--- config.mk ---
export PLATFORM = sky130hd
export DESIGN_NAME = tmi_interval_cfg
export DESIGN_NICKNAME = d
export VERILOG_FILES = /design/src/shared/tmi_pkg.sv /design/src/design/tmi_chan_timer.sv /design/src/design/tmi_interval_cfg.sv
export SDC_FILE = /design/constraint.sdc
export NUM_CORES = 1
export LEC_CHECK = 0
export ABC_AREA = 0
export BUFFER_PORTS_ARGS = -buffer_cell sky130_fd_sc_hd__buf_2
export CAP_MARGIN = 20
export CORE_UTILIZATION = 58
export CTS_CLUSTER_SIZE = 30
export DETAILED_ROUTE_END_ITERATION = 12
export GPL_ROUTABILITY_DRIVEN = 0
export HOLD_SLACK_MARGIN = 0.08
export PLACE_DENSITY = 0.78
export SYNTH_ARGS = -nofsm -noshare
export SYNTH_HDL_FRONTEND = slang
export SYNTH_SLANG_ARGS = --single-unit
export TNS_END_PERCENT = 10
--- constraint.sdc ---
create_clock -name MCLK -period 7.06 [get_ports MCLK]
set_input_delay 0.353 -clock MCLK [delete_from_list [all_inputs] [get_ports MCLK]]
set_output_delay 0.353 -clock MCLK [all_outputs]
set_load 0.05 [all_outputs]
--- src/shared/tmi_pkg.sv ---
// package: register map, field layout and interval timing for fan_start_temperature interval config
package tmi_pkg;
	localparam logic [7:0] TMI_CFG2_ADDR = 8'h8f;
	localparam logic [7:0] TMI_CFG2_RESET = 8'h00;
	localparam int TMI_R1_LSB = 0;
	localparam int TMI_LOC_LSB = 3;
	localparam int TMI_R2_LSB = 6;
	localparam int TMI_NCH = 3;
	localparam int TMI_DEC_BASE = 8;
	localparam int TMI_INC_BASE = 16;
	localparam int TMI_CNT_W = 12;
	localparam int TMI_TICKS_PER_SEC = 8;
	localparam int TMI_CLK_HZ = 200000000;
	localparam int TMI_TICK_DIV = TMI_CLK_HZ / TMI_TICKS_PER_SEC;

	typedef struct packed {
		logic we;
		logic [7:0] addr;
		logic [7:0] wdata;
	} tmi_wr_t;

	typedef enum logic [2:0] {
		TMI_ST_IDLE = 3'b001,
		TMI_ST_WAIT = 3'b010,
		TMI_ST_READY = 3'b100
	} tmi_state_t;
endpackage

--- src/design/tmi_chan_timer.sv ---
// one channel: counts monitoring ticks between start temperature adjustments
`timescale 1ns/100ps
`default_nettype none
module tmi_chan_timer
	import tmi_pkg::*;
(
	input wire logic clk,
	input wire logic rst_b,
	input wire logic tick,
	input wire logic enable,
	input wire logic [2:0] code,
	input wire logic adj_dn,
	input wire logic adj_up,
	output logic dn_ok,
	output logic up_ok
);
	logic [TMI_CNT_W-1:0] cnt_q, cnt_d;
	logic [TMI_CNT_W-1:0] dn_lim, up_lim;

	// limits 8<<n and 16<<n
	assign dn_lim = TMI_CNT_W'(TMI_DEC_BASE) << code;
	assign up_lim = TMI_CNT_W'(TMI_INC_BASE) << code;

	always_comb begin
		cnt_d = cnt_q;
		if (!enable || adj_dn || adj_up) begin
			cnt_d = '0;
		end else if (tick && cnt_q < up_lim) begin
			// a lowered code leaves the count parked above the new limit
			cnt_d = cnt_q + 1'b1;
		end
	end

	always_ff @(posedge clk or negedge rst_b) begin
		if (!rst_b) begin
			cnt_q <= '0;
		end else begin
			cnt_q <= cnt_d;
		end
	end

	assign dn_ok = enable && (cnt_q >= dn_lim);
	assign up_ok = enable && (cnt_q >= up_lim);

	count_bound_a: assert property (
		@(posedge clk) disable iff (!rst_b)
		cnt_q >= up_lim |=> cnt_q == $past(cnt_q) || cnt_q == '0)
		else $error("count passed limit");
	restart_a: assert property (
		@(posedge clk) disable iff (!rst_b)
		(adj_dn || adj_up) |=> !dn_ok && !up_ok) else $error("no restart");
endmodule
`default_nettype wire

--- src/design/tmi_interval_cfg.sv ---
// top: interval configuration register and per-channel adjustment pacing
// What this block does
// - register resets to 0x00, shortest interval on every channel while control reg 1 bit 0 (remote 2 code msb) is 0
// - lock bit set: writes to the register are ignored
// - bits 2:0 hold remote 1 interval code
// - bits 5:3 hold local interval code
// - bits 7:6 are remote 2 code low bits, msb from control reg 1
// - downward wait is 8 shifted left by code ticks
// - upward wait is twice the downward wait
// - monitoring tick runs eight times per second
// - control register 1 bit 0 gives remote 2 code msb
// - channel enable low: no adjustment allowed on that channel
`timescale 1ns/100ps
`default_nettype none
module tmi_interval_cfg
	import tmi_pkg::*;
#(
	parameter int TICK_DIV = TMI_TICK_DIV
) (
	input wire logic MCLK,
	input wire logic RST_B,
	input wire tmi_wr_t WR,
	input wire logic [7:0] RD_ADDR,
	output logic [7:0] RD_DATA,
	input wire logic LOCK,
	input wire logic REMOTE2_CODE_MSB,
	input wire logic [2:0] DYNAMIC_ENABLE,
	input wire logic [2:0] ADJ_DN,
	input wire logic [2:0] ADJ_UP,
	output logic [2:0] DN_OK,
	output logic [2:0] UP_OK,
	output logic TICK
);
	// ----------------------------------------
	// register
	// ----------------------------------------
	logic [7:0] cfg_q, cfg_d;
	logic [7:0] rd_q, rd_d;
	logic [2:0] code [TMI_NCH];

	always_comb begin
		cfg_d = cfg_q;
		// locked or foreign-address writes are dropped
		if (WR.we && WR.addr == TMI_CFG2_ADDR && !LOCK) begin
			cfg_d = WR.wdata;
		end
		rd_d = (RD_ADDR == TMI_CFG2_ADDR) ? cfg_q : 8'h00;
	end

	always_ff @(posedge MCLK or negedge RST_B) begin
		if (!RST_B) begin
			cfg_q <= TMI_CFG2_RESET;
			rd_q <= 8'h00;
		end else begin
			cfg_q <= cfg_d;
			rd_q <= rd_d;
		end
	end
	assign RD_DATA = rd_q;

	other_addr_a: assert property (
		@(posedge MCLK) disable iff (!RST_B)
		!(WR.we && WR.addr == TMI_CFG2_ADDR) |=> $stable(cfg_q))
		else $error("register changed without a write");
	read_data_a: assert property (
		@(posedge MCLK) disable iff (!RST_B)
		1'b1 |=> RD_DATA == (($past(RD_ADDR) == TMI_CFG2_ADDR) ?
		$past(cfg_q) : 8'h00)) else $error("read data wrong");

	// remote 2 code takes its msb from control register 1
	assign code[0] = cfg_q[TMI_R1_LSB +: 3];
	assign code[1] = cfg_q[TMI_LOC_LSB +: 3];
	assign code[2] = {REMOTE2_CODE_MSB, cfg_q[TMI_R2_LSB +: 2]};

	// ----------------------------------------
	// monitoring tick
	// ----------------------------------------
	logic [31:0] div_q, div_d;
	logic tick_q, tick_d;

	always_comb begin
		tick_d = 1'b0;
		div_d = div_q + 32'h1;
		if (div_q >= 32'(TICK_DIV - 1)) begin
			div_d = 32'h0;
			tick_d = 1'b1;
		end
	end

	always_ff @(posedge MCLK or negedge RST_B) begin
		if (!RST_B) begin
			div_q <= 32'h0;
			tick_q <= 1'b0;
		end else begin
			div_q <= div_d;
			tick_q <= tick_d;
		end
	end
	assign TICK = tick_q;

	// ----------------------------------------
	// tick spacing check
	// ----------------------------------------
	// clocks since the last tick, helper for the checks only
	logic [31:0] gap_q, gap_d;
	logic seen_tick_q, seen_tick_d;

	always_comb begin
		gap_d = gap_q + 32'h1;
		seen_tick_d = seen_tick_q;
		if (tick_q) begin
			gap_d = 32'h0;
			seen_tick_d = 1'b1;
		end
	end

	always_ff @(posedge MCLK or negedge RST_B) begin
		if (!RST_B) begin
			gap_q <= 32'h0;
			seen_tick_q <= 1'b0;
		end else begin
			gap_q <= gap_d;
			seen_tick_q <= seen_tick_d;
		end
	end

	tick_period_a: assert property (
		@(posedge MCLK) disable iff (!RST_B)
		(tick_q && seen_tick_q) |-> gap_q == 32'(TICK_DIV - 1))
		else $error("tick period wrong");
	tick_late_a: assert property (
		@(posedge MCLK) disable iff (!RST_B)
		seen_tick_q |-> gap_q < 32'(TICK_DIV))
		else $error("tick missing");

	// ----------------------------------------
	// channel timers
	// ----------------------------------------
	for (genvar i = 0; i < TMI_NCH; i++) begin : g_ch
		tmi_chan_timer u_tmr (
			.clk(MCLK),
			.rst_b(RST_B),
			.tick(tick_q),
			.enable(DYNAMIC_ENABLE[i]),
			.code(code[i]),
			.adj_dn(ADJ_DN[i]),
			.adj_up(ADJ_UP[i]),
			.dn_ok(DN_OK[i]),
			.up_ok(UP_OK[i])
		);
	end

	// ----------------------------------------
	// per-channel interval checks
	// ----------------------------------------
	// own tick count per channel, cleared like the timer but never
	// parked below the longest wait, so it bounds the timer from above
	for (genvar i = 0; i < TMI_NCH; i++) begin : g_chk
		logic [TMI_CNT_W-1:0] dn_min, up_min;
		logic [TMI_CNT_W-1:0] ref_q, ref_d;

		assign dn_min = TMI_CNT_W'(TMI_DEC_BASE) << code[i];
		assign up_min = dn_min << 1;

		always_comb begin
			ref_d = ref_q;
			if (!DYNAMIC_ENABLE[i] || ADJ_DN[i] || ADJ_UP[i]) begin
				ref_d = '0;
			end else if (tick_q && ref_q != '1) begin
				ref_d = ref_q + 1'b1;
			end
		end

		always_ff @(posedge MCLK or negedge RST_B) begin
			if (!RST_B) begin
				ref_q <= '0;
			end else begin
				ref_q <= ref_d;
			end
		end

		early_dn_a: assert property (
			@(posedge MCLK) disable iff (!RST_B)
			DN_OK[i] |-> ref_q >= dn_min)
			else $error("downward allowed too early");
		early_up_a: assert property (
			@(posedge MCLK) disable iff (!RST_B)
			UP_OK[i] |-> ref_q >= up_min)
			else $error("upward allowed too early");
		up_after_dn_a: assert property (
			@(posedge MCLK) disable iff (!RST_B)
			UP_OK[i] |-> DN_OK[i])
			else $error("upward before downward");
		up_restart_a: assert property (
			@(posedge MCLK) disable iff (!RST_B)
			ADJ_UP[i] |=> !UP_OK[i] && !DN_OK[i])
			else $error("no restart after upward step");
		dn_hold_a: assert property (
			@(posedge MCLK) disable iff (!RST_B)
			(DN_OK[i] && !ADJ_DN[i] && !ADJ_UP[i]) |=> DN_OK[i] ||
			!DYNAMIC_ENABLE[i] || $changed(code[i])) else $error("ok lost");
		reenable_a: assert property (
			@(posedge MCLK) disable iff (!RST_B)
			(!DYNAMIC_ENABLE[i] ##1 DYNAMIC_ENABLE[i]) |-> !DN_OK[i])
			else $error("stale count after enable");
	end

	lock_hold_a: assert property (
		@(posedge MCLK) disable iff (!RST_B)
		LOCK |=> $stable(cfg_q)) else $error("locked register changed");
	write_take_a: assert property (
		@(posedge MCLK) disable iff (!RST_B)
		(WR.we && WR.addr == TMI_CFG2_ADDR && !LOCK) |=>
		cfg_q == $past(WR.wdata)) else $error("write lost");
	enable_gate_a: assert property (
		@(posedge MCLK) disable iff (!RST_B)
		(DN_OK | UP_OK) == ((DN_OK | UP_OK) & DYNAMIC_ENABLE))
		else $error("disabled channel allowed");
	tick_space_a: assert property (
		@(posedge MCLK) disable iff (!RST_B)
		TICK |=> !TICK) else $error("tick too dense");
endmodule
`default_nettype wire

Word level (Yosys, flattened, before mapping)
Index checks and enable logic that the tools add are counted.
{ "word_totals": {"ff_bits": 85, "latchBits": 0, "mem_bits_rw": 0, "rom_bits": 0, "out_inout_bits": 15, "word_cells": 62, "mem_count": 0} }
{ "op_classes": {"n_addsub": 4, "mul": 0, "div_mod_pow": 0, "order_cmp": 10, "eq_ne": 2, "shifts": 6, "muxes": 9, "n_bitwise": 0, "n_reduce_logical": 24} }
{ "op_table": {"columns": ["operator", "n"], "rows": [
  ["12-bit greater-or-equal comparator", 6],
  ["12-bit two-way mux", 6],
  ["12-bit by 1-bit adder with 12-bit output, second input constant", 3],
  ["12-bit < comparator", 3],
  ["4-bit by 3-bit << shifter with 12-bit output, first input constant", 3],
  ["5-bit by 3-bit << shifter with 12-bit output, first input constant", 3],
  ["32-bit by 1-bit adder with 32-bit output, second input constant", 1],
  ["32-bit by 25-bit greater-or-equal comparator with 1-bit output, second input constant", 1],
  ["32-bit two-way mux", 1],
  ["8-bit equality test, second input constant", 2],
  ["1-bit logical AND", 11],
  ["8-bit two-way mux", 1],
  ["1-bit logical OR", 6],
  ["2-bit nonzero test", 3],
  ["1-bit zero test", 4],
  ["1-bit two-way mux", 1]
]} }

Depth between registers and ports, before layout
{ "depth": {"depth_word": 5, "mapped_depth": 10} }

Modules after synthesis
From an unflattened synthesis, not the netlist that was laid out.
{ "unflattened": {"cells_unflattened": 558, "hier_area_um2": 5559.1} }
{ "by_module_without_submodules": {"columns": ["mod", "instances", "cells_each", "area_per_inst_um2"], "rows": [
  ["tmi_interval_cfg", 1, 192, 2198.4],
  ["tmi_chan_timer at g_ch[2].u_tmr", 1, 127, 1147.4],
  ["tmi_chan_timer at g_ch[1].u_tmr", 1, 120, 1108.6],
  ["tmi_chan_timer at g_ch[0].u_tmr", 1, 119, 1104.8]
]} }

Least setup slack after synthesis
OpenSTA, ideal clock, no wires.
{ "synth_timing": {"kind": "register to output", "from": "register cfg_q[1]", "to": "output UP_OK[0]", "arrival_time_ns": 2.260, "slack_ns": 4.447, "stages_incl_launch_ff": 9, "n_path_buf": 3, "path_cell_list": "dfrtp_1 clkbuf_1 or3b_2 ha_1 a211oi_2 a211oi_2 buf_6 o31a_2 buf_4"} }
{ "synth_between": {"elab_chain_len": 3} }
{ "synth_lines": {"columns": ["element", "line_no", "rtl"], "rows": [
  ["start, declared", "tmi_interval_cfg.sv:37", "logic [7:0] cfg_q, cfg_d;"],
  ["start signal, assigned", "tmi_interval_cfg.sv:55", "cfg_q <= cfg_d;"],
  ["5-bit by 3-bit << shifter with 12-bit output", "tmi_chan_timer.sv:22", "assign up_lim = TMI_CNT_W'(TMI_INC_BASE) << code;"],
  ["12-bit greater-or-equal comparator", "tmi_chan_timer.sv:43", "assign up_ok = enable && (cnt_q >= up_lim);"],
  ["1-bit logical AND", "tmi_chan_timer.sv:43", null],
  ["end, declared", "tmi_interval_cfg.sv:31", "output logic [2:0] UP_OK,"]
]} }
Every way passes these cells.

Worst setup path in the final report
{ "layout_timing": {"from": "register cfg_q[7]", "to": "output UP_OK[2]"} }
Same word-level chain as after synthesis.

==> impl_metrics.csv <==
group,metric,value,unit
global_routing,grt.total_usage,0.236,
route,avgRoutedWirePerCell,15.1,µm
place,dpl.hpwl,7.37,mm
setup_path,startpoint_type,"flop",
global_routing,antenna_found_initial,0,
cts,hold_buffers,0,
worst_hold_path,hp-class,"primary input to flop",
power_and_ir_drop,leakagePower,2.60,nW
synth,ys_ff_latch,85,
timing,maxClockFrequency,291,MHz
timing,skew,0.0119,ns
global_routing,overflow,0,
power_and_ir_drop,p_per_area,166,nW/µm²
floorplan,start_util,0.607,
power_and_ir_drop,peakVddDrop,0.100,mV
timing,hold_viol,0,
cts,path_clk_slew,0.09,ns
timing,finalSetupViolCount,0,
cts,cts.sinks,85,
route,routed_via_density,5.82,
status,status,"complete, but fails checks",
setup_path,critPathKind,"flop to output pin",
floorplan,rows,34,
route,drt-total-wl,10.4,mm
timing,min_period,3.44,ns
route,vias,3994,
route,ant_nets,0,
synth,ys_seq_area_frac,0.396,
power_and_ir_drop,switchingPower,0.225,mW
route,drt-initial-drc-count,152,
power_and_ir_drop,p_seq_frac,0.502,
finish,drive_above_1_share,0.201,
power_and_ir_drop,p_int,0.761,mW
power_and_ir_drop,finalPower,0.986,mW
synth,syn_area,5370,µm²
setup_path,crit_path_max_fanout,13,
timing,slew_violations,0,
timing,fin_crit_sh,0.487,
global_routing,grt_pass1_vias,3983,
floorplan,chipWidth,98.2,µm
finish,area_delta_synth_final,10.5,%
place,port_buffers,52,
synth,yosysUniqueCellTypes,56,
finish,fillCellCount,686,
flow_run,drv_cap,0,
route,drcViolationCount,6,
power_and_ir_drop,p_sw_frac,0.228,
timing,worst_pin_slew,1.05,ns
synth,yosys_warnings,0,
timing,final.setup.tns,0,ns
floorplan,coreArea,8850,µm²
cts,cts_buffer_depth,2,
status,violations,"design-rule violations",
timing,relSlewSlack,0.294,
finish,nets,666,
cts,cts_resized,0,
synth,avgSynthCellArea,10.2,µm²
power_and_ir_drop,combPwrFrac,0.064,
global_routing,grt_max_degree,86,
cts,htree_levels,3,
setup_path,arrival,3.09,ns
finish,diodes,0,
cts,clock_latency,0.36,ns
setup_path,required,6.71,ns
floorplan,die_h,98.2,µm
timing,rsz0062_at_grt,"false",
finish,regArea,2130,µm²
cts,cts_setup_buffers,0,
global_routing,grt_pass1_wl,18.3,mm
floorplan,fp.dieArea,9650,µm²
power_and_ir_drop,clockPowerShare,0.434,
cts,cts_tree,"yes",
cts,cts_inserted_buffers,9,
route,dr.pass1.iters,10,
floorplan,boundaryPins,53,
finish,multi_input_area,3070,µm²
cts,root_buffer,"clkbuf_8",
setup_path,end_kind,"output pin",
synth,syn_inst,525,
state kept, by name, indices dropped and copies added, names as in the netlist:
signal and cells:
g_ch.u_tmr.cnt_q 36, div_q 32, cfg_q 8, TICK 1, RD_DATA 8
cell usage after synthesis, drive strengths merged:
cell,n,area share
ha,55,0.13
o31a,1,0.0019
nor4b,7,0.018
xor2,14,0.023
o221ai,3,0.0049
o21ai,12,0.013
nand4,14,0.016
a21oi,17,0.016
conb,1,0.00070
nor3,11,0.012
and3,10,0.012
o2111ai,1,0.0016
nor3b,5,0.0079
nand4bb,1,0.0021
a31o,1,0.0016
nor4,17,0.034
or4,1,0.0021
mux2,8,0.017
nand4b,1,0.0016
nand2b,4,0.0047
dfrtp,85,0.40
a41oi,1,0.0016
o211ai,8,0.011
and4,7,0.012
nand3,25,0.025
nor2,69,0.049
clkbuf,11,0.0077
or3,4,0.0047
nor4bb,1,0.0019
a21o,2,0.0028
a211oi,7,0.016
o21ba,1,0.0019
inv,13,0.0091
nand3b,9,0.013
and2,10,0.012
buf,13,0.019
nor2b,1,0.0012
nand2,23,0.017
o21a,5,0.0070
or3b,5,0.0082
xnor2,37,0.060
o311a,3,0.0056
mux2i,1,0.0019
power by group through the flow:
| stage | registers, mW | logic (mW) | clock network, mW |
|---|---|---|---|
| 3_3_place_gp | 0.504 | 0.0584 | 0 |
| 2_1_floorplan | 0.502 | 0.0397 | 0 |
| 6_report | 0.495 | 0.0628 | 0.428 |
| 4_1_cts | 0.495 | 0.0613 | 0.439 |
| 3_5_place_dp | 0.505 | 0.0610 | 0 |
| 5_1_grt | 0.496 | 0.0703 | 0.459 |
final timing paths:
check	from	end	slack [ns]	cells after the start
max in group asynchronous	RST_B	div_q[2]	6.01	3
worst min register to register	div_q[0]	div_q[0]	0.51	1
worst min-delay path	WR[4]	cfg_q[4]	0.22	2
worst max-delay path	cfg_q[7]	UP_OK[2]	3.62	6
worst max register to register	cfg_q[7]	g_ch[2].u_tmr.cnt_q[8]	4.20	7
min in group asynchronous	RST_B	RD_DATA[5]	0.43	2
metrics by stage:
| step | std cells | worst slack, ns | hold slack [ns] | util | area [µm²] |
|---|---|---|---|---|---|
| 2_1_floorplan | 531 | 4.45 | 0.0574 | - | 5400 |
| 3_3_place_gp | 667 | 4.07 | 0.489 | 0.638 | 5650 |
| 3_5_place_dp | 668 | 3.99 | 0.510 | 0.639 | 5650 |
| 4_1_cts | 684 | 3.60 | 0.203 | 0.667 | 5900 |
| 5_1_grt | 686 | 3.46 | 0.217 | 0.671 | 5940 |
| 6_report | 686 | 3.62 | 0.220 | 0.671 | 5940 |
kinds of logic (layout without fill, tap and decap cells):
group / after synthesis / after routing / synth area share
other: 1 / 7 / 0.000698
AND/OR/NAND/NOR: 225 / 225 / 0.253
multiplexers: 9 / 9 / 0.0186
AO/OA/AOI/OAI: 62 / 62 / 0.0848
adder cells (fa/ha/maj): 55 / 55 / 0.128
flip-flops: 85 / 85 / 0.396
buffers and inverters: 37 / 84 / 0.0361
XOR/XNOR: 51 / 51 / 0.0831
cell type report:
class | count | area share
timing repair buffer | 55 | 0.0514
tap | 108 | 0.0228
clock inverter | 5 | 0.0181
multi-input combinational | 409 | 0.518
inverter | 13 | 0.00822
sequential | 85 | 0.358
clock buffer | 11 | 0.0238
layout by cell type, fill, tap and decap left out, types with 3 or more instances in the layout:
master,instances
clkbuf_8,10
o211ai_1,8
and4_1,6
nor3_1,9
a211oi_2,7
xnor2_1,37
bufinv_16,3
nand4_1,14
nand2b_1,4
ha_1,55
nand3_1,23
o21a_1,5
and3_1,10
o311a_1,3
dfrtp_1,85
mux2_2,8
nor4b_2,6
or3_1,4
nand2_1,22
inv_1,13
or3b_2,5
nor3b_1,4
nor4_2,7
conb_1,7
o221ai_1,3
nor2_1,68
nand3b_1,9
a21oi_1,17
and2_1,10
buf_2,52
nor4_1,8
o21ai_0,9
xor2_1,14
worst max-delay path, cell delays in order, from the launching register on:
cell and delay, ns:
dfrtp_1 0.48, or3b_2 0.49, ha_1 0.32, o211ai_1 0.11, a211oi_2 0.82, o21a_1 0.24
buf_2 0.26
routing by layer:
| layer | vias up | track usage | share of wire |
|---|---|---|---|
| met4 | 0 | 0.0941 | 0.016 |
| met5 | - | 0 | 0 |
| met3 | 13 | 0.0315 | 0.029 |
| met2 | 63 | 0.408 | 0.49 |
| met1 | 1945 | 0.300 | 0.46 |
| li1 | 1973 | - | - |
(Power assumes the default switching activity.)
